`src/verilog/bsx_pkg.sv`:
```
// shared constants and types of the bit, shift and flag execution unit
package bsx_pkg;

  localparam int DATA_W = 8;
  localparam int BIT_IDX_W = 3;
  localparam int IO_ADDR_W = 6;
  localparam int REG_ADDR_W = 4;

  // bit positions inside status_flags_word
  localparam logic [2:0] FLAG_C = 3'h0;
  localparam logic [2:0] FLAG_Z = 3'h1;
  localparam logic [2:0] FLAG_N = 3'h2;
  localparam logic [2:0] FLAG_V = 3'h3;
  localparam logic [2:0] FLAG_S = 3'h4;
  localparam logic [2:0] FLAG_H = 3'h5;
  localparam logic [2:0] FLAG_T = 3'h6;
  localparam logic [2:0] FLAG_I = 3'h7;

  // software register offsets
  localparam logic [3:0] REG_STATUS = 4'h0;
  localparam logic [3:0] REG_CTRL = 4'h1;
  localparam logic [3:0] REG_RESULT = 4'h2;
  localparam logic [3:0] REG_OPCOUNT = 4'h3;

  localparam logic [7:0] STATUS_RST = 8'h00;
  localparam logic [7:0] CTRL_RST = 8'h01;
  localparam logic [7:0] RESULT_RST = 8'h00;
  localparam logic [7:0] OPCOUNT_RST = 8'h00;
  localparam logic [7:0] RDATA_UNMAPPED = 8'h00;
  localparam logic [2:0] CTRL_EN_BIT = 3'h0;

  typedef enum logic [4:0] {
    BSX_STACK_POP_OP = 5'h00,
    BSX_IO_BIT_SET_OP = 5'h01,
    BSX_IO_BIT_CLEAR_OP = 5'h02,
    BSX_SHIFT_LEFT_LOGICAL_OP = 5'h03,
    BSX_SHIFT_RIGHT_LOGICAL_OP = 5'h04,
    BSX_ROTATE_LEFT_CARRY_OP = 5'h05,
    BSX_ROTATE_RIGHT_CARRY_OP = 5'h06,
    BSX_SHIFT_RIGHT_ARITH_OP = 5'h07,
    BSX_NIBBLE_SWAP_OP = 5'h08,
    BSX_STATUS_BIT_SET_OP = 5'h09,
    BSX_STATUS_BIT_CLEAR_OP = 5'h0A,
    BSX_REG_BIT_TO_TRANSFER_FLAG_OP = 5'h0B,
    BSX_TRANSFER_FLAG_TO_REG_BIT_OP = 5'h0C,
    BSX_CARRY_SET_OP = 5'h0D,
    BSX_CARRY_CLEAR_OP = 5'h0E,
    BSX_NEGATIVE_SET_OP = 5'h0F,
    BSX_NEGATIVE_CLEAR_OP = 5'h10,
    BSX_ZERO_SET_OP = 5'h11,
    BSX_ZERO_CLEAR_OP = 5'h12,
    BSX_IRQ_ENABLE_OP = 5'h13,
    BSX_IRQ_DISABLE_OP = 5'h14
  } bsx_op_t;

  typedef enum logic [1:0] {
    BSX_ST_IDLE = 2'b00,
    BSX_ST_POP = 2'b01,
    BSX_ST_IO = 2'b10
  } bsx_fsm_t;

endpackage

```
`src/verilog/bsx_exec_unit.sv`:
```
// bit manipulation, shift and status flag execution unit of the core
//
// Behaviour
// - stack pop loads destination from stack data, flags unchanged.
// - io bit set forces bit b of io register to one, rest untouched.
// - io bit clear forces bit b of io register to zero, rest untouched.
// - left shift moves bits up, zero into bit 0, updates Z C N V.
// - logical right shift moves bits down, zero into bit 7.
// - rotate left: carry into bit 0, old bit 7 becomes carry.
// - rotate right: carry into bit 7, old bit 0 becomes carry.
// - arithmetic right shift moves bits down and keeps the sign bit.
// - nibble swap exchanges halves of destination, no flag changes.
// - status bit set or clear acts on flag chosen by bit field.
// - bit store copies source bit b into transfer flag only.
// - bit load copies transfer flag into destination bit b, flags unchanged.
// - carry set and carry clear drive only the carry flag.
// - negative set and clear drive only the negative flag.
// - zero set and clear drive only the zero flag.
// - interrupt enable sets, interrupt disable clears global interrupt flag.
//
// Chosen here: strobed register access and the register addresses.
`timescale 1ns/1ps
`default_nettype none
module bsx_exec_unit (
  input wire logic i_mclk,
  input wire logic i_rst_n,
  // decoder side
  input wire logic i_op_valid,
  input wire bsx_pkg::bsx_op_t i_op_code,
  input wire logic [7:0] i_dst_data,
  input wire logic [7:0] i_src_data,
  input wire logic [2:0] i_bit_sel,
  input wire logic [5:0] i_io_addr,
  output logic o_op_ready,
  // register file write-back
  output logic o_rd_we,
  output logic [7:0] o_rd_wdata,
  // stack read
  output logic o_stack_rd,
  input wire logic [7:0] i_stack_data,
  // io space
  output logic o_io_rd,
  output logic [5:0] o_io_rd_addr,
  input wire logic [7:0] i_io_rdata,
  output logic o_io_we,
  output logic [5:0] o_io_wr_addr,
  output logic [7:0] o_io_wdata,
  // flags to the rest of the core
  output logic [7:0] o_status_flags,
  output logic o_irq_enable,
  // software register port
  input wire logic [3:0] i_reg_addr,
  input wire logic [7:0] i_reg_wdata,
  input wire logic i_reg_wr,
  input wire logic i_reg_rd,
  output logic [7:0] o_reg_rdata
);

  // every piece of state lives in this one word; d is the next value, q the registered one
  typedef struct packed {
    bsx_pkg::bsx_fsm_t st;
    logic [7:0] flags;
    logic [7:0] ctrl;
    logic [7:0] result;
    logic [7:0] op_cnt;
    logic rd_we;
    logic [7:0] rd_wdata;
    logic io_we;
    logic [7:0] io_wdata;
    logic [5:0] io_addr;
    logic [2:0] bit_sel;
    logic io_set;
    logic [7:0] rdata;
  } bsx_state_t;

  bsx_state_t q;
  bsx_state_t d;

  logic take;
  logic [7:0] sh_result;
  logic sh_carry;
  logic sh_neg;
  logic sh_zero;
  logic sh_ovf;
  logic [7:0] bld_result;
  logic [7:0] io_result;

  function automatic logic [7:0] read_mux(input logic [3:0] addr, input bsx_state_t s);
    logic [7:0] v;
    v = bsx_pkg::RDATA_UNMAPPED;
    case (addr)
      bsx_pkg::REG_STATUS: v = s.flags;
      bsx_pkg::REG_CTRL: v = s.ctrl;
      bsx_pkg::REG_RESULT: v = s.result;
      bsx_pkg::REG_OPCOUNT: v = s.op_cnt;
      default: v = bsx_pkg::RDATA_UNMAPPED;
    endcase
    return v;
  endfunction

  function automatic logic is_io_op(input bsx_pkg::bsx_op_t op);
    logic r;
    r = (op == bsx_pkg::BSX_IO_BIT_SET_OP) | (op == bsx_pkg::BSX_IO_BIT_CLEAR_OP);
    return r;
  endfunction

  // one-hot mask of the status bit named by the op's bit field
  function automatic logic [7:0] flag_mask(input logic [2:0] sel);
    logic [7:0] m;
    m = 8'h00;
    m[sel] = 1'b1;
    return m;
  endfunction

  // shifts own Z, C, N and V; S, H, T and I pass through untouched
  function automatic logic [7:0] shift_flags(input logic [7:0] f, input logic z,
                                             input logic c, input logic n, input logic v);
    logic [7:0] r;
    r = f;
    r[bsx_pkg::FLAG_Z] = z;
    r[bsx_pkg::FLAG_C] = c;
    r[bsx_pkg::FLAG_N] = n;
    r[bsx_pkg::FLAG_V] = v;
    return r;
  endfunction

  // an op is only taken while idle and enabled by software
  assign o_op_ready = (q.st == bsx_pkg::BSX_ST_IDLE) & q.ctrl[bsx_pkg::CTRL_EN_BIT];
  assign take = i_op_valid & o_op_ready;

  // first cycle of the two-cycle ops: strobes are combinational on the take
  assign o_stack_rd = take & (i_op_code == bsx_pkg::BSX_STACK_POP_OP);
  assign o_io_rd = take & is_io_op(i_op_code);
  // the address rides with the read strobe, so it cannot wait for a flop
  assign o_io_rd_addr = i_io_addr;

  bsx_shifter u_shifter (
    .i_op(i_op_code),
    .i_data(i_dst_data),
    .i_carry(q.flags[bsx_pkg::FLAG_C]),
    .o_result(sh_result),
    .o_carry(sh_carry),
    .o_neg(sh_neg),
    .o_zero(sh_zero),
    .o_ovf(sh_ovf)
  );

  bsx_bit_unit #(
    .WIDTH(8),
    .SEL_W(3)
  ) u_bld (
    .i_data(i_dst_data),
    .i_sel(i_bit_sel),
    .i_val(q.flags[bsx_pkg::FLAG_T]),
    .o_data(bld_result)
  );

  bsx_bit_unit #(
    .WIDTH(8),
    .SEL_W(3)
  ) u_io_bit (
    .i_data(i_io_rdata),
    .i_sel(q.bit_sel),
    .i_val(q.io_set),
    .o_data(io_result)
  );

  always_comb
  begin
    d = q;
    d.rd_we = 1'b0;
    d.io_we = 1'b0;
    d.rdata = bsx_pkg::RDATA_UNMAPPED;

    // software writes land first so a flag op in the same cycle overrides its bit
    if (i_reg_wr)
    begin
      case (i_reg_addr)
        bsx_pkg::REG_STATUS: d.flags = i_reg_wdata;
        bsx_pkg::REG_CTRL: d.ctrl = i_reg_wdata;
        default: d.ctrl = q.ctrl;
      endcase
    end
    if (i_reg_rd)
    begin
      d.rdata = read_mux(i_reg_addr, q);
    end

    case (q.st)
      bsx_pkg::BSX_ST_IDLE:
      begin
        if (take)
        begin
          d.op_cnt = q.op_cnt + 8'h01;
          case (i_op_code)
            bsx_pkg::BSX_STACK_POP_OP:
            begin
              d.st = bsx_pkg::BSX_ST_POP;
            end
            bsx_pkg::BSX_IO_BIT_SET_OP,
            bsx_pkg::BSX_IO_BIT_CLEAR_OP:
            begin
              d.st = bsx_pkg::BSX_ST_IO;
              d.io_addr = i_io_addr;
              d.bit_sel = i_bit_sel;
              d.io_set = (i_op_code == bsx_pkg::BSX_IO_BIT_SET_OP);
            end
            bsx_pkg::BSX_SHIFT_LEFT_LOGICAL_OP,
            bsx_pkg::BSX_SHIFT_RIGHT_LOGICAL_OP,
            bsx_pkg::BSX_ROTATE_LEFT_CARRY_OP,
            bsx_pkg::BSX_ROTATE_RIGHT_CARRY_OP,
            bsx_pkg::BSX_SHIFT_RIGHT_ARITH_OP:
            begin
              d.rd_we = 1'b1;
              d.rd_wdata = sh_result;
              d.result = sh_result;
              d.flags = shift_flags(d.flags, sh_zero, sh_carry, sh_neg, sh_ovf);
            end
            bsx_pkg::BSX_NIBBLE_SWAP_OP:
            begin
              // swap writes back but leaves every flag alone
              d.rd_we = 1'b1;
              d.rd_wdata = {i_dst_data[3:0], i_dst_data[7:4]};
              d.result = {i_dst_data[3:0], i_dst_data[7:4]};
            end
            bsx_pkg::BSX_STATUS_BIT_SET_OP:
            begin
              d.flags = d.flags | flag_mask(i_bit_sel);
            end
            bsx_pkg::BSX_STATUS_BIT_CLEAR_OP:
            begin
              d.flags = d.flags & ~flag_mask(i_bit_sel);
            end
            bsx_pkg::BSX_REG_BIT_TO_TRANSFER_FLAG_OP:
            begin
              d.flags[bsx_pkg::FLAG_T] = i_src_data[i_bit_sel];
            end
            bsx_pkg::BSX_TRANSFER_FLAG_TO_REG_BIT_OP:
            begin
              // transfer flag is only read here, no flag is written
              d.rd_we = 1'b1;
              d.rd_wdata = bld_result;
              d.result = bld_result;
            end
            bsx_pkg::BSX_CARRY_SET_OP:
            begin
              d.flags[bsx_pkg::FLAG_C] = 1'b1;
            end
            bsx_pkg::BSX_CARRY_CLEAR_OP:
            begin
              d.flags[bsx_pkg::FLAG_C] = 1'b0;
            end
            bsx_pkg::BSX_NEGATIVE_SET_OP:
            begin
              d.flags[bsx_pkg::FLAG_N] = 1'b1;
            end
            bsx_pkg::BSX_NEGATIVE_CLEAR_OP:
            begin
              d.flags[bsx_pkg::FLAG_N] = 1'b0;
            end
            bsx_pkg::BSX_ZERO_SET_OP:
            begin
              d.flags[bsx_pkg::FLAG_Z] = 1'b1;
            end
            bsx_pkg::BSX_ZERO_CLEAR_OP:
            begin
              d.flags[bsx_pkg::FLAG_Z] = 1'b0;
            end
            bsx_pkg::BSX_IRQ_ENABLE_OP:
            begin
              d.flags[bsx_pkg::FLAG_I] = 1'b1;
            end
            bsx_pkg::BSX_IRQ_DISABLE_OP:
            begin
              d.flags[bsx_pkg::FLAG_I] = 1'b0;
            end
            default:
            begin
              // unknown codes are consumed and counted in op_cnt, with no other effect
              d.st = bsx_pkg::BSX_ST_IDLE;
            end
          endcase
        end
      end
      bsx_pkg::BSX_ST_POP:
      begin
        // stack data is valid the cycle after the read strobe
        d.rd_we = 1'b1;
        d.rd_wdata = i_stack_data;
        d.result = i_stack_data;
        d.st = bsx_pkg::BSX_ST_IDLE;
      end
      bsx_pkg::BSX_ST_IO:
      begin
        // read-modify-write: unselected bits come back exactly as read
        d.io_we = 1'b1;
        d.io_wdata = io_result;
        d.result = io_result;
        d.st = bsx_pkg::BSX_ST_IDLE;
      end
      default:
      begin
        d.st = bsx_pkg::BSX_ST_IDLE;
      end
    endcase
  end

  // pending strobes are cleared by reset so no stray write leaves the block
  always_ff @(posedge i_mclk)
  begin
    if (!i_rst_n)
    begin
      q.st <= bsx_pkg::BSX_ST_IDLE;
      q.flags <= bsx_pkg::STATUS_RST;
      q.ctrl <= bsx_pkg::CTRL_RST;
      q.result <= bsx_pkg::RESULT_RST;
      q.op_cnt <= bsx_pkg::OPCOUNT_RST;
      q.rd_we <= 1'b0;
      q.rd_wdata <= 8'h00;
      q.io_we <= 1'b0;
      q.io_wdata <= 8'h00;
      q.io_addr <= 6'h00;
      q.bit_sel <= 3'h0;
      q.io_set <= 1'b0;
      q.rdata <= bsx_pkg::RDATA_UNMAPPED;
    end
    else
    begin
      q <= d;
    end
  end

  assign o_rd_we = q.rd_we;
  assign o_rd_wdata = q.rd_wdata;
  assign o_io_we = q.io_we;
  assign o_io_wr_addr = q.io_addr;
  assign o_io_wdata = q.io_wdata;
  assign o_status_flags = q.flags;
  assign o_irq_enable = q.flags[bsx_pkg::FLAG_I];
  assign o_reg_rdata = q.rdata;

endmodule
`default_nettype wire

```
`src/verilog/bsx_bit_unit.sv`:
```
// forces one selected bit of a byte to a given value
`timescale 1ns/1ps
`default_nettype none
module bsx_bit_unit #(
  parameter int WIDTH = 8,
  parameter int SEL_W = 3
) (
  input wire logic [WIDTH-1:0] i_data,
  input wire logic [SEL_W-1:0] i_sel,
  input wire logic i_val,
  output logic [WIDTH-1:0] o_data
);

  function automatic logic [WIDTH-1:0] one_hot(input logic [SEL_W-1:0] sel);
    logic [WIDTH-1:0] m;
    m = '0;
    m[sel] = 1'b1;
    return m;
  endfunction

  logic [WIDTH-1:0] sel_mask;

  assign sel_mask = one_hot(i_sel);

  // only the selected lane changes, every other bit passes through
  genvar g;
  generate
    for (g = 0; g < WIDTH; g++)
    begin : g_lane
      assign o_data[g] = sel_mask[g] ? i_val : i_data[g];
    end
  endgenerate

endmodule
`default_nettype wire

```
`src/verilog/bsx_shifter.sv`:
```
// one-place shifts and rotates through carry with their flag results
`timescale 1ns/1ps
`default_nettype none
module bsx_shifter (
  input wire bsx_pkg::bsx_op_t i_op,
  input wire logic [7:0] i_data,
  input wire logic i_carry,
  output logic [7:0] o_result,
  output logic o_carry,
  output logic o_neg,
  output logic o_zero,
  output logic o_ovf
);

  always_comb
  begin
    o_result = i_data;
    o_carry = i_carry;
    case (i_op)
      bsx_pkg::BSX_SHIFT_LEFT_LOGICAL_OP:
      begin
        o_result = {i_data[6:0], 1'b0};
        o_carry = i_data[7];
      end
      bsx_pkg::BSX_SHIFT_RIGHT_LOGICAL_OP:
      begin
        o_result = {1'b0, i_data[7:1]};
        o_carry = i_data[0];
      end
      bsx_pkg::BSX_ROTATE_LEFT_CARRY_OP:
      begin
        o_result = {i_data[6:0], i_carry};
        o_carry = i_data[7];
      end
      bsx_pkg::BSX_ROTATE_RIGHT_CARRY_OP:
      begin
        o_result = {i_carry, i_data[7:1]};
        o_carry = i_data[0];
      end
      bsx_pkg::BSX_SHIFT_RIGHT_ARITH_OP:
      begin
        o_result = {i_data[7], i_data[7:1]};
        o_carry = i_data[0];
      end
      default:
      begin
        o_result = i_data;
        o_carry = i_carry;
      end
    endcase
  end

  assign o_neg = o_result[7];
  assign o_zero = (o_result == 8'h00);
  // overflow after a shift is the new sign bit exclusive-or the new carry
  assign o_ovf = o_result[7] ^ o_carry;

endmodule
`default_nettype wire

```
`config.mk`:
```
export PLATFORM = sky130hd
export DESIGN_NAME = bsx_exec_unit
export DESIGN_NICKNAME = d
export VERILOG_FILES = /design/src/verilog/bsx_pkg.sv /design/src/verilog/bsx_exec_unit.sv /design/src/verilog/bsx_bit_unit.sv /design/src/verilog/bsx_shifter.sv
export SDC_FILE = /design/constraint.sdc
export NUM_CORES = 1
export LEC_CHECK = 0
export ABC_AREA = 1
export ABC_CLOCK_PERIOD_IN_PS = 1500
export BUFFER_PORTS_ARGS = -buffer_cell sky130_fd_sc_hd__buf_2
export CAP_MARGIN = 20
export CORE_MARGIN = 1.5
export CORE_UTILIZATION = 50
export CTS_BUF_LIST = sky130_fd_sc_hd__clkbuf_8
export DETAILED_ROUTE_END_ITERATION = 10
export HOLD_SLACK_MARGIN = 0.05
export PLACE_DENSITY = 0.75
export SLEW_MARGIN = 20
export SYNTH_ARGS = -nofsm -noshare
export SYNTH_HDL_FRONTEND = slang
export SYNTH_SLANG_ARGS = --single-unit
```
`constraint.sdc`:
```
create_clock -name i_mclk -period 1.5 [get_ports i_mclk]
set_input_delay 0 -clock i_mclk [delete_from_list [all_inputs] [get_ports i_mclk]]
set_output_delay 0 -clock i_mclk [all_outputs]
set_load 0.01 [all_outputs]
```
==> impl_metrics.json, run 1 <==
{
  "hold_end": "o_io_wdata[6]",
  "drv_cap": 0,
  "status": "complete, but fails checks",
  "ios": 113,
  "mostFrequentLayoutCells": "nand2_1, buf_2, inv_1",
  "whs_path_depth": 5,
  "final_common_cell": "nand2_1",
  "path_class": "reg2out",
  "placementRows": 35,
  "cts_inserted_buffers": 9,
  "clock_skew_ns": 0.0123,
  "route.antenna.remaining_nets": 0,
  "yosys.area.top_type": "dfxtp_1",
  "clock_latency_ns": 0.36,
  "nFillCells": 773,
  "clk_path_buf_depth": 2,
  "fin_nets": 943,
  "yosysTopAreaCellShare": 0.300,
  "antenna_found_initial": 0,
  "drtIter0Drc": 382,
  "syn_area_mm2": 0.00467,
  "leakagePower_uw": 0.00310,
  "hold_viol_final": 0,
  "start_kind": "register",
  "synth_cell_types": 41,
  "total_power_uw": 5300,
  "p_per_area_mw_per_mm2": 836,
  "syn_area_per_cell_um2": 6.48,
  "max_stage_delay_ns": 0.33,
  "wirelength_um": 15700,
  "start_util": 0.510,
  "hpwl_um": 11100,
  "worstMarginPinSlew_ns": 0.859,
  "path_clk_slew_ns": 0.09,
  "grt_pass1_vias": 5075,
  "clock-sinks": 70,
  "period_needed_ns": 1.65,
  "drc": 0,
  "synth_seq_cells": 70,
  "drive_above_1_share": 0.314,
  "ff2ff_path_depth": 11,
  "overflow": 0,
  "cts_tree": "done",
  "r2r-start": "q[69]",
  "cp.required_ns": 1.50,
  "arrival_ns": 1.65,
  "path_cells": "inv_2 > ha_4 > nand2_2 > inv_2 > nand2_4 > buf_6 > nor3_4 > buf_6 > buf_6",
  "gp_congestion": 0.983,
  "slew_headroom": 0.423,
  "ir_worst_vdd_uv": 457,
  "fmax_ghz": 0.608,
  "first_pass_iters": 6,
  "die_h_um": 99.6,
  "violations": "setup timing",
  "antenna_cells": 0,
  "whs_ns": 0.0642,
  "routedWlPerCell_um": 15.9,
  "r2r_slack_ns": -0.12,
  "setup.worst_path.end_class": "output pin",
  "synth_area_leaders": "dfxtp_1, nand2_1, a21oi_1, buf_4, inv_1",
  "syn_to_final_growth_pct": 35.9,
  "hp-start": "i_io_rdata[6]",
  "postLayoutSetupSlackWorst_ns": -0.145,
  "critPathSlowestCell": "dfxtp_2",
  "grt_max_degree": 43,
  "via_per_inst": 5.56,
  "cpMostUsedCell": "buf_6",
  "hold_class": "in2reg",
  "reg2reg_to": "q[8]",
  "finalCritPeriodShare": 1.10,
  "synth_cells": 720,
  "synth-seq-area-share": 0.300,
  "grt_first_pass_wirelength_um": 24100,
  "core_mm2": 0.00915,
  "die_w_um": 99.6,
  "cts_root_buffer": "clkbuf_8",
  "synthesis.nets": 788,
  "grtUsageTotal": 0.309,
  "path_max_fanout": 4,
  "dieArea_mm2": 0.00993,
  "vias": 5508,
  "yosysWarnings": 0,
  "htreeDepth": 3,
  "finalMaxSlewViolations": 0,
  "io_buffer_count": 112,
  "grt_setup_unrepaired": "yes",
  "setup_violations": 35
}
## cell families (layout without fill, tap and decap cells)
kind of cell	Yosys count	after routing	synth area share
xor+xnor	2	2	0.00375
compound gates	170	171	0.215
buf+inv	157	315	0.167
flops	70	70	0.300
simple gates	316	317	0.300
fa+ha+maj	5	5	0.0134
## where the power goes
group	leakage, uW	internal [uW]	switching, uW	total (uW)
combinational	0.00240	548	775	1320
sequential	0.000569	1950	72.4	2030
clock	0.000124	1110	843	1960
## how the worst max path moves through the flow
stage / depth (start not counted) / start / slack [ns] / to
final: 9 / q[69] / -0.15 / o_io_rd
after global routing: 12 / q[69] / -0.22 / q[42]
after CTS: 9 / q[68] / -0.11 / o_io_rd
after detailed placement: 10 / q[69] / -0.14 / o_io_wr_addr[1]
after global placement: 10 / q[69] / -0.08 / q[11]
after floorplan: 12 / q[69] / -0.08 / q[43]
## sequential cells by signal, summed over array words and instances, names as in the netlist
signal          count
o_io_we             1
o_rd_wdata          8
q                  30
o_status_flags      8
o_rd_we             1
o_io_wdata          8
o_reg_rdata         8
o_io_wr_addr        6
## what timing repair did
item | CTS | global route
resized for setup | 26 | 57
buffers inserted | 11 | 5
endpoints found under the hold margin | 35 | 0
setup endpoints to repair | 45 | 47
cloned | 2 | 1
pin swaps | 11 | 18
hold buffers | 26 | 0
## metrics by stage
step	setup slack (ns)	utilization	cells	setup TNS [ns]	cell area, um^2
2_1_floorplan	-0.0797	-	720	-0.377	4680
3_3_place_gp	-0.0824	0.587	932	-1.48	5380
3_5_place_dp	-0.144	0.587	932	-3.03	5380
4_1_cts	-0.107	0.662	986	-1.49	6060
5_1_grt	-0.215	0.693	991	-5.15	6340
6_report	-0.145	0.693	991	-1.94	6340
## critical path: cells and delay by family (launching register included)
| family | cells | cell delay, ns |
|---|---|---|
| simple gates | 3 | 0.27 |
| flops | 1 | 0.33 |
| buf+inv | 5 | 0.52 |
| fa+ha+maj | 1 | 0.14 |
## synthesized netlist by cell type
cell	instances
nand2_1	175
inv_1	85
a21oi_1	70
dfxtp_1	70
nor2_1	56
nand3_1	45
o21ai_0	45
buf_4	44
o211ai_1	20
clkbuf_1	14
nor3_1	11
a221oi_1	8
nand4_1	7
o22ai_1	7
inv_2	6
ha_1	5
nor2_4	5
nand2_2	4
buf_2	3
buf_6	3
nand2_4	3
nor2_2	3
o2111ai_1	3
o21a_1	3
a31o_2	2
a31oi_1	2
nand3_4	2
nor3_2	2
o21ai_1	2
o21bai_1	2
o221ai_1	2
xor2_1	2
a21boi_1	1
a22o_1	1
a22oi_1	1
and2_1	1
and3_2	1
buf_1	1
clkinv_1	1
o211ai_4	1
or2_2	1
## final cells by class
class / instances / area, um^2 / area share
Clock inverter: 7 / 121 / 0.0191
Inverter: 92 / 354 / 0.0558
Sequential cell: 70 / 1410 / 0.221
Clock buffer: 9 / 124 / 0.0195
Multi-Input combinational cell: 495 / 2770 / 0.437
Tap cell: 111 / 139 / 0.0219
Timing Repair Buffer: 207 / 1430 / 0.225
## layer usage
layer  up-vias  share of wire  global-route usage
met5         -              0                   0
li1       2653              -                   -
met1      2546           0.42               0.390
met2       257           0.47               0.495
met3        52          0.073              0.0675
met4         0          0.040               0.163
(Power assumes the default switching activity.)
==> run 2: changes to the inputs <==
Settings changed: CORE_UTILIZATION 50 to 45, PLACE_DENSITY 0.75 to 0.72.
==> run 2 against run 1 <==
Against the previous run:
- first-iteration DRC count is 12% lower
- non-clock buffer count up 4
- flip-flop and latch count stayed put
- via count is 3.9% lower
- the run still ends with setup timing left
- die area rose by 11%
- maximum frequency grew 2.4%
- critical path depth is the same
- sequential share of layout area increased by 0.46 points
==> impl_metrics.json, run 2 (same netlist as run 1, synthesis figures left out) <==
{
  "place_area_mm2": 0.00551,
  "cts_inserted_buffers": 9,
  "via_per_inst": 5.21,
  "power_frac_clock": 0.329,
  "drive_above_1_share": 0.287,
  "drv_cap": 0,
  "grt_setup_unrepaired": "yes",
  "routedWlPerCell_um": 15.3,
  "grtUsageTotal": 0.287,
  "clock_latency_ns": 0.37,
  "path_class": "reg2out",
  "fin_nets": 945,
  "start_util": 0.471,
  "design_area_mm2": 0.00621,
  "final_common_cell": "nand2_1",
  "antenna_found_initial": 0,
  "seqPwrFrac": 0.414,
  "grt_pass1_vias": 5084,
  "leakagePower_uw": 0.00309,
  "start_kind": "register",
  "overflow": 0,
  "placementRows": 36,
  "slew_headroom": 0.442,
  "p_comb_frac": 0.256,
  "core_mm2": 0.00991,
  "drtIter0Drc": 336,
  "drc": 0,
  "io_buffer_count": 112,
  "syn_to_final_growth_pct": 33.1,
  "hold_class": "in2reg",
  "setup.worst_path.end_class": "output pin",
  "grt_first_pass_wirelength_um": 24800,
  "nFillCells": 945,
  "setup_violations": 27,
  "wirelength_um": 15500,
  "total_power_uw": 4880,
  "die_h_um": 105,
  "p_per_area_mw_per_mm2": 786,
  "status": "complete, but fails checks",
  "vias": 5293,
  "p_switching_uw": 1560,
  "finalCritPeriodShare": 1.07,
  "route.antenna.remaining_nets": 0,
  "arrival_ns": 1.61,
  "cts_root_buffer": "clkbuf_8",
  "cts_tree": "done",
  "gp_congestion": 0.947,
  "top_register": "q",
  "cp.required_ns": 1.50,
  "power.internal_uw": 3330,
  "fmax_ghz": 0.622,
  "ios": 113,
  "antenna_cells": 0,
  "clock_skew_ns": 0.0143,
  "place_inst": 966,
  "postLayoutSetupSlackWorst_ns": -0.107,
  "ir_worst_vdd_uv": 486,
  "htreeDepth": 3,
  "grt_max_degree": 43,
  "first_pass_iters": 5,
  "worstMarginPinSlew_ns": 0.830,
  "dieArea_mm2": 0.0110,
  "largest_reg_flops": 30,
  "violations": "setup timing",
  "hpwl_um": 12100,
  "hold_viol_final": 0,
  "finalMaxSlewViolations": 0,
  "clock-sinks": 70,
  "mostFrequentLayoutCells": "nand2_1, buf_2, inv_1",
  "swShare": 0.319,
  "clk_path_buf_depth": 2,
  "path_clk_slew_ns": 0.09,
  "path_max_fanout": 6,
  "period_needed_ns": 1.61,
  "stdcell_count": 1015,
  "die_w_um": 105
}
## run 2: changes by cell type in the layout (fill, tap and decap cells not counted), moves of 4 or more
| cell | before | now |
|---|---|---|
| a21oi_1 | 56 | 66 |
| a21oi_2 | 13 | 4 |
| nand3_2 | 5 | 0 |
| buf_12 | 1 | 5 |
| buf_4 | 56 | 60 |
| nand3_1 | 40 | 44 |
## run 2: stage by stage
step | utilization | TNS [ns] | worst slack (ns) | hold slack, ns
4_1_cts | 0.619 | -1.33 | -0.110 | 0.0520
5_1_grt | 0.627 | -4.26 | -0.192 | 0.0700
6_report | 0.627 | -0.826 | -0.107 | 0.0617
3_3_place_gp | 0.556 | -0.956 | -0.0829 | 0.200
2_1_floorplan | - | -0.377 | -0.0797 | 0.0918
3_5_place_dp | 0.556 | -2.18 | -0.111 | 0.203
## run 2: final timing paths
path                 from              end  slack [ns]  depth (start not counted)
min reg2reg         q[59]            q[59]        0.46                          2
max reg2reg         q[68]  o_io_wr_addr[1]       -0.06                         11
max                 q[68]          o_io_rd       -0.11                          9
min          i_bit_sel[0]             q[9]        0.06                          4
## run 2: worst max-delay path: stages (launching register included)
cell and delay (ns):
dfxtp_2 0.33, inv_2 0.07, ha_4 0.13, nand2_2 0.05, inv_2 0.07, nand2_4 0.08, buf_6 0.14, nor3_4 0.13
buf_6 0.14, buf_6 0.10
## run 2: routing by layer
layer,share of wire,GRT usage,up-vias
met4,0.028,0.122,0
met3,0.054,0.0424,30
met1,0.44,0.362,2437
met5,0,0,-
met2,0.48,0.484,177
li1,-,-,2649
## run 2: what timing repair did
item	4_1_cts	5_1_grt
pin swaps	8	3
endpoints found under the setup margin	39	43
hold buffers	27	0
hold endpoints to repair	34	0
gates resized for setup	21	23
buffers inserted	5	1
## run 2: power groups by stage
stage                     Combinational, uW  Clock, uW  Sequential, uW
final                                  1250       1610            2020
after global routing                   1380       1720            2030
after detailed placement               1080          0            2060
after global placement                 1060          0            2060
after floorplan                         713          0            2040
after CTS                              1210       1640            2020
## run 2: layout make-up
type	count	area, um^2	area share
inverter	92	347	0.0558
clock inverter	6	68.8	0.0111
timing repair buffer	211	1480	0.238
tap	133	166	0.0268
multi-input combinational	493	2610	0.420
clock buffer	10	138	0.0222
sequential	70	1410	0.226
==> run 3: changes to the inputs <==
Settings changed: SKIP_CTS_REPAIR_TIMING from default to 1.
==> run 3 against run 2 <==
Against the previous run:
- the run still ends with setup timing left
- register-to-register slack hardly changed
- clock power hardly changed
- wire length is 0.60% higher
- non-clock buffer count is 4 lower
- total power is 0.54% lower
- sequential power hardly changed
- maximum frequency is 0.40% lower
- sequential share of layout area is 0.24 points higher
- utilization is 0.72 points lower
- die area stayed put
- largest power group unchanged
- highest routed layer unchanged
==> impl_metrics.json, run 3 (same netlist as run 1, synthesis figures left out) <==
{
  "die_h_um": 105,
  "grt_pass1_vias": 4909,
  "r2r_slack_ns": -0.07,
  "clk_path_buf_depth": 2,
  "start_util": 0.471,
  "antenna_cells": 0,
  "ir_worst_vdd_uv": 488,
  "p_comb_frac": 0.252,
  "grt_setup_unrepaired": "yes",
  "ff2ff_path_depth": 11,
  "hold_class": "in2reg",
  "antenna_found_initial": 0,
  "finalMaxSlewViolations": 0,
  "hpwl_um": 12100,
  "drc": 0,
  "r2r-start": "q[68]",
  "cts_tree": "done",
  "grtUsageTotal": 0.277,
  "arrival_ns": 1.61,
  "wirelength_um": 15600,
  "swShare": 0.319,
  "drive_above_1_share": 0.282,
  "reg2reg_to": "q[50]",
  "clock_skew_ns": 0.0135,
  "status": "complete, but fails checks",
  "htreeDepth": 3,
  "period_needed_ns": 1.61,
  "cts_inserted_buffers": 9,
  "first_pass_iters": 5,
  "dieArea_mm2": 0.0110,
  "place_inst": 966,
  "clock-sinks": 70,
  "postLayoutSetupSlackWorst_ns": -0.113,
  "top_register": "q",
  "hold_viol_final": 0,
  "finalCritPeriodShare": 1.08,
  "stdcell_count": 1011,
  "p_per_area_mw_per_mm2": 791,
  "path_clk_slew_ns": 0.09,
  "io_buffer_count": 112,
  "path_class": "reg2out",
  "largest_reg_flops": 30,
  "leakagePower_uw": 0.00306,
  "hold_end": "o_reg_rdata[3]",
  "routedWlPerCell_um": 15.4,
  "clock_latency_ns": 0.37,
  "p_switching_uw": 1550,
  "gp_congestion": 0.947,
  "drv_cap": 0,
  "cts_root_buffer": "clkbuf_8",
  "drtIter0Drc": 388,
  "mostFrequentLayoutCells": "nand2_1, buf_2, inv_1",
  "worstMarginPinSlew_ns": 0.864,
  "final_common_cell": "nand2_1",
  "fmax_ghz": 0.620,
  "die_w_um": 105,
  "power.internal_uw": 3310,
  "overflow": 0,
  "fin_nets": 941,
  "core_mm2": 0.00991,
  "placementRows": 36,
  "hp-start": "i_reg_rd",
  "route.antenna.remaining_nets": 0,
  "setup.worst_path.end_class": "output pin",
  "via_per_inst": 5.25,
  "setup_violations": 29,
  "slew_headroom": 0.420,
  "fin_tns_setup_ns": -1.05,
  "cp.required_ns": 1.50,
  "violations": "setup timing",
  "path_max_fanout": 6,
  "grt_max_degree": 43,
  "ios": 113,
  "power_frac_clock": 0.331,
  "vias": 5312,
  "start_kind": "register",
  "seqPwrFrac": 0.417,
  "syn_to_final_growth_pct": 31.6,
  "whs_path_depth": 3,
  "grt_first_pass_wirelength_um": 23900
}
==> run 3: cell count changes in the layout (fill, tap and decap cells not counted), sizes merged <==
cell	previous run	this run
dlygate4sd3	27	23
==> run 3: how the worst max path moves through the flow <==
stage                 endpoint  slack [ns]  start  cells past startpoint
2_1_floorplan            q[43]       -0.08  q[69]                     12
3_3_place_gp     o_rd_wdata[7]       -0.08  q[69]                      6
4_1_cts                o_io_rd       -0.36  q[68]                      9
5_1_grt                o_io_rd       -0.20  q[68]                      9
6_report               o_io_rd       -0.11  q[68]                      9
3_5_place_dp   o_io_wr_addr[1]       -0.11  q[69]                     10
==> run 3: power groups by stage <==
stage / Combinational [uW] / Sequential [uW] / Clock (uW)
floorplan: 713 / 2040 / 0
global placement: 1060 / 2060 / 0
detailed placement: 1080 / 2060 / 0
global route: 1350 / 2030 / 1730
finish: 1230 / 2020 / 1610
CTS: 1080 / 2020 / 1640
==> run 3: per-stage QoR <==
stage                     cell area [um^2]  power [uW]  hold WS [ns]  setup WS (ns)  utilization
final                                 6140        4860        0.0365         -0.113        0.620
after global routing                  6140        5110        0.0643         -0.203        0.620
after CTS                             5710        4740        -0.130         -0.357        0.577
after detailed placement              5510        3140         0.203         -0.111        0.556
after global placement                5510        3120         0.200        -0.0829        0.556
after floorplan                       4680        2750        0.0918        -0.0797            -
==> run 3: critical path, stage by stage, from the launching register on <==
cell and delay, ns:
dfxtp_2 0.34, inv_2 0.07, ha_4 0.13, nand2_2 0.05, inv_2 0.07, nand2_4 0.07
buf_6 0.14, nor3_4 0.13, buf_6 0.15, buf_6 0.10
==> run 3: per-layer routing <==
layer  wire [um]  part of all wire  GRT usage  vias to the layer above
met5           0                 0          0                        -
met4         377             0.024      0.114                        0
met3         896             0.057     0.0381                       27
met2        7430              0.48      0.461                      198
met1        6880              0.44      0.358                     2447
li1            -                 -          -                     2640
==> run 3: area by class of cell <==
cell class	instances	area (um^2)
clock buffer	10	138
clock inverter	6	68.8
fill	960	3770
inverter	92	347
multi-input combinational	493	2590
sequential	70	1400
tap	133	166
timing repair buffer	207	1430
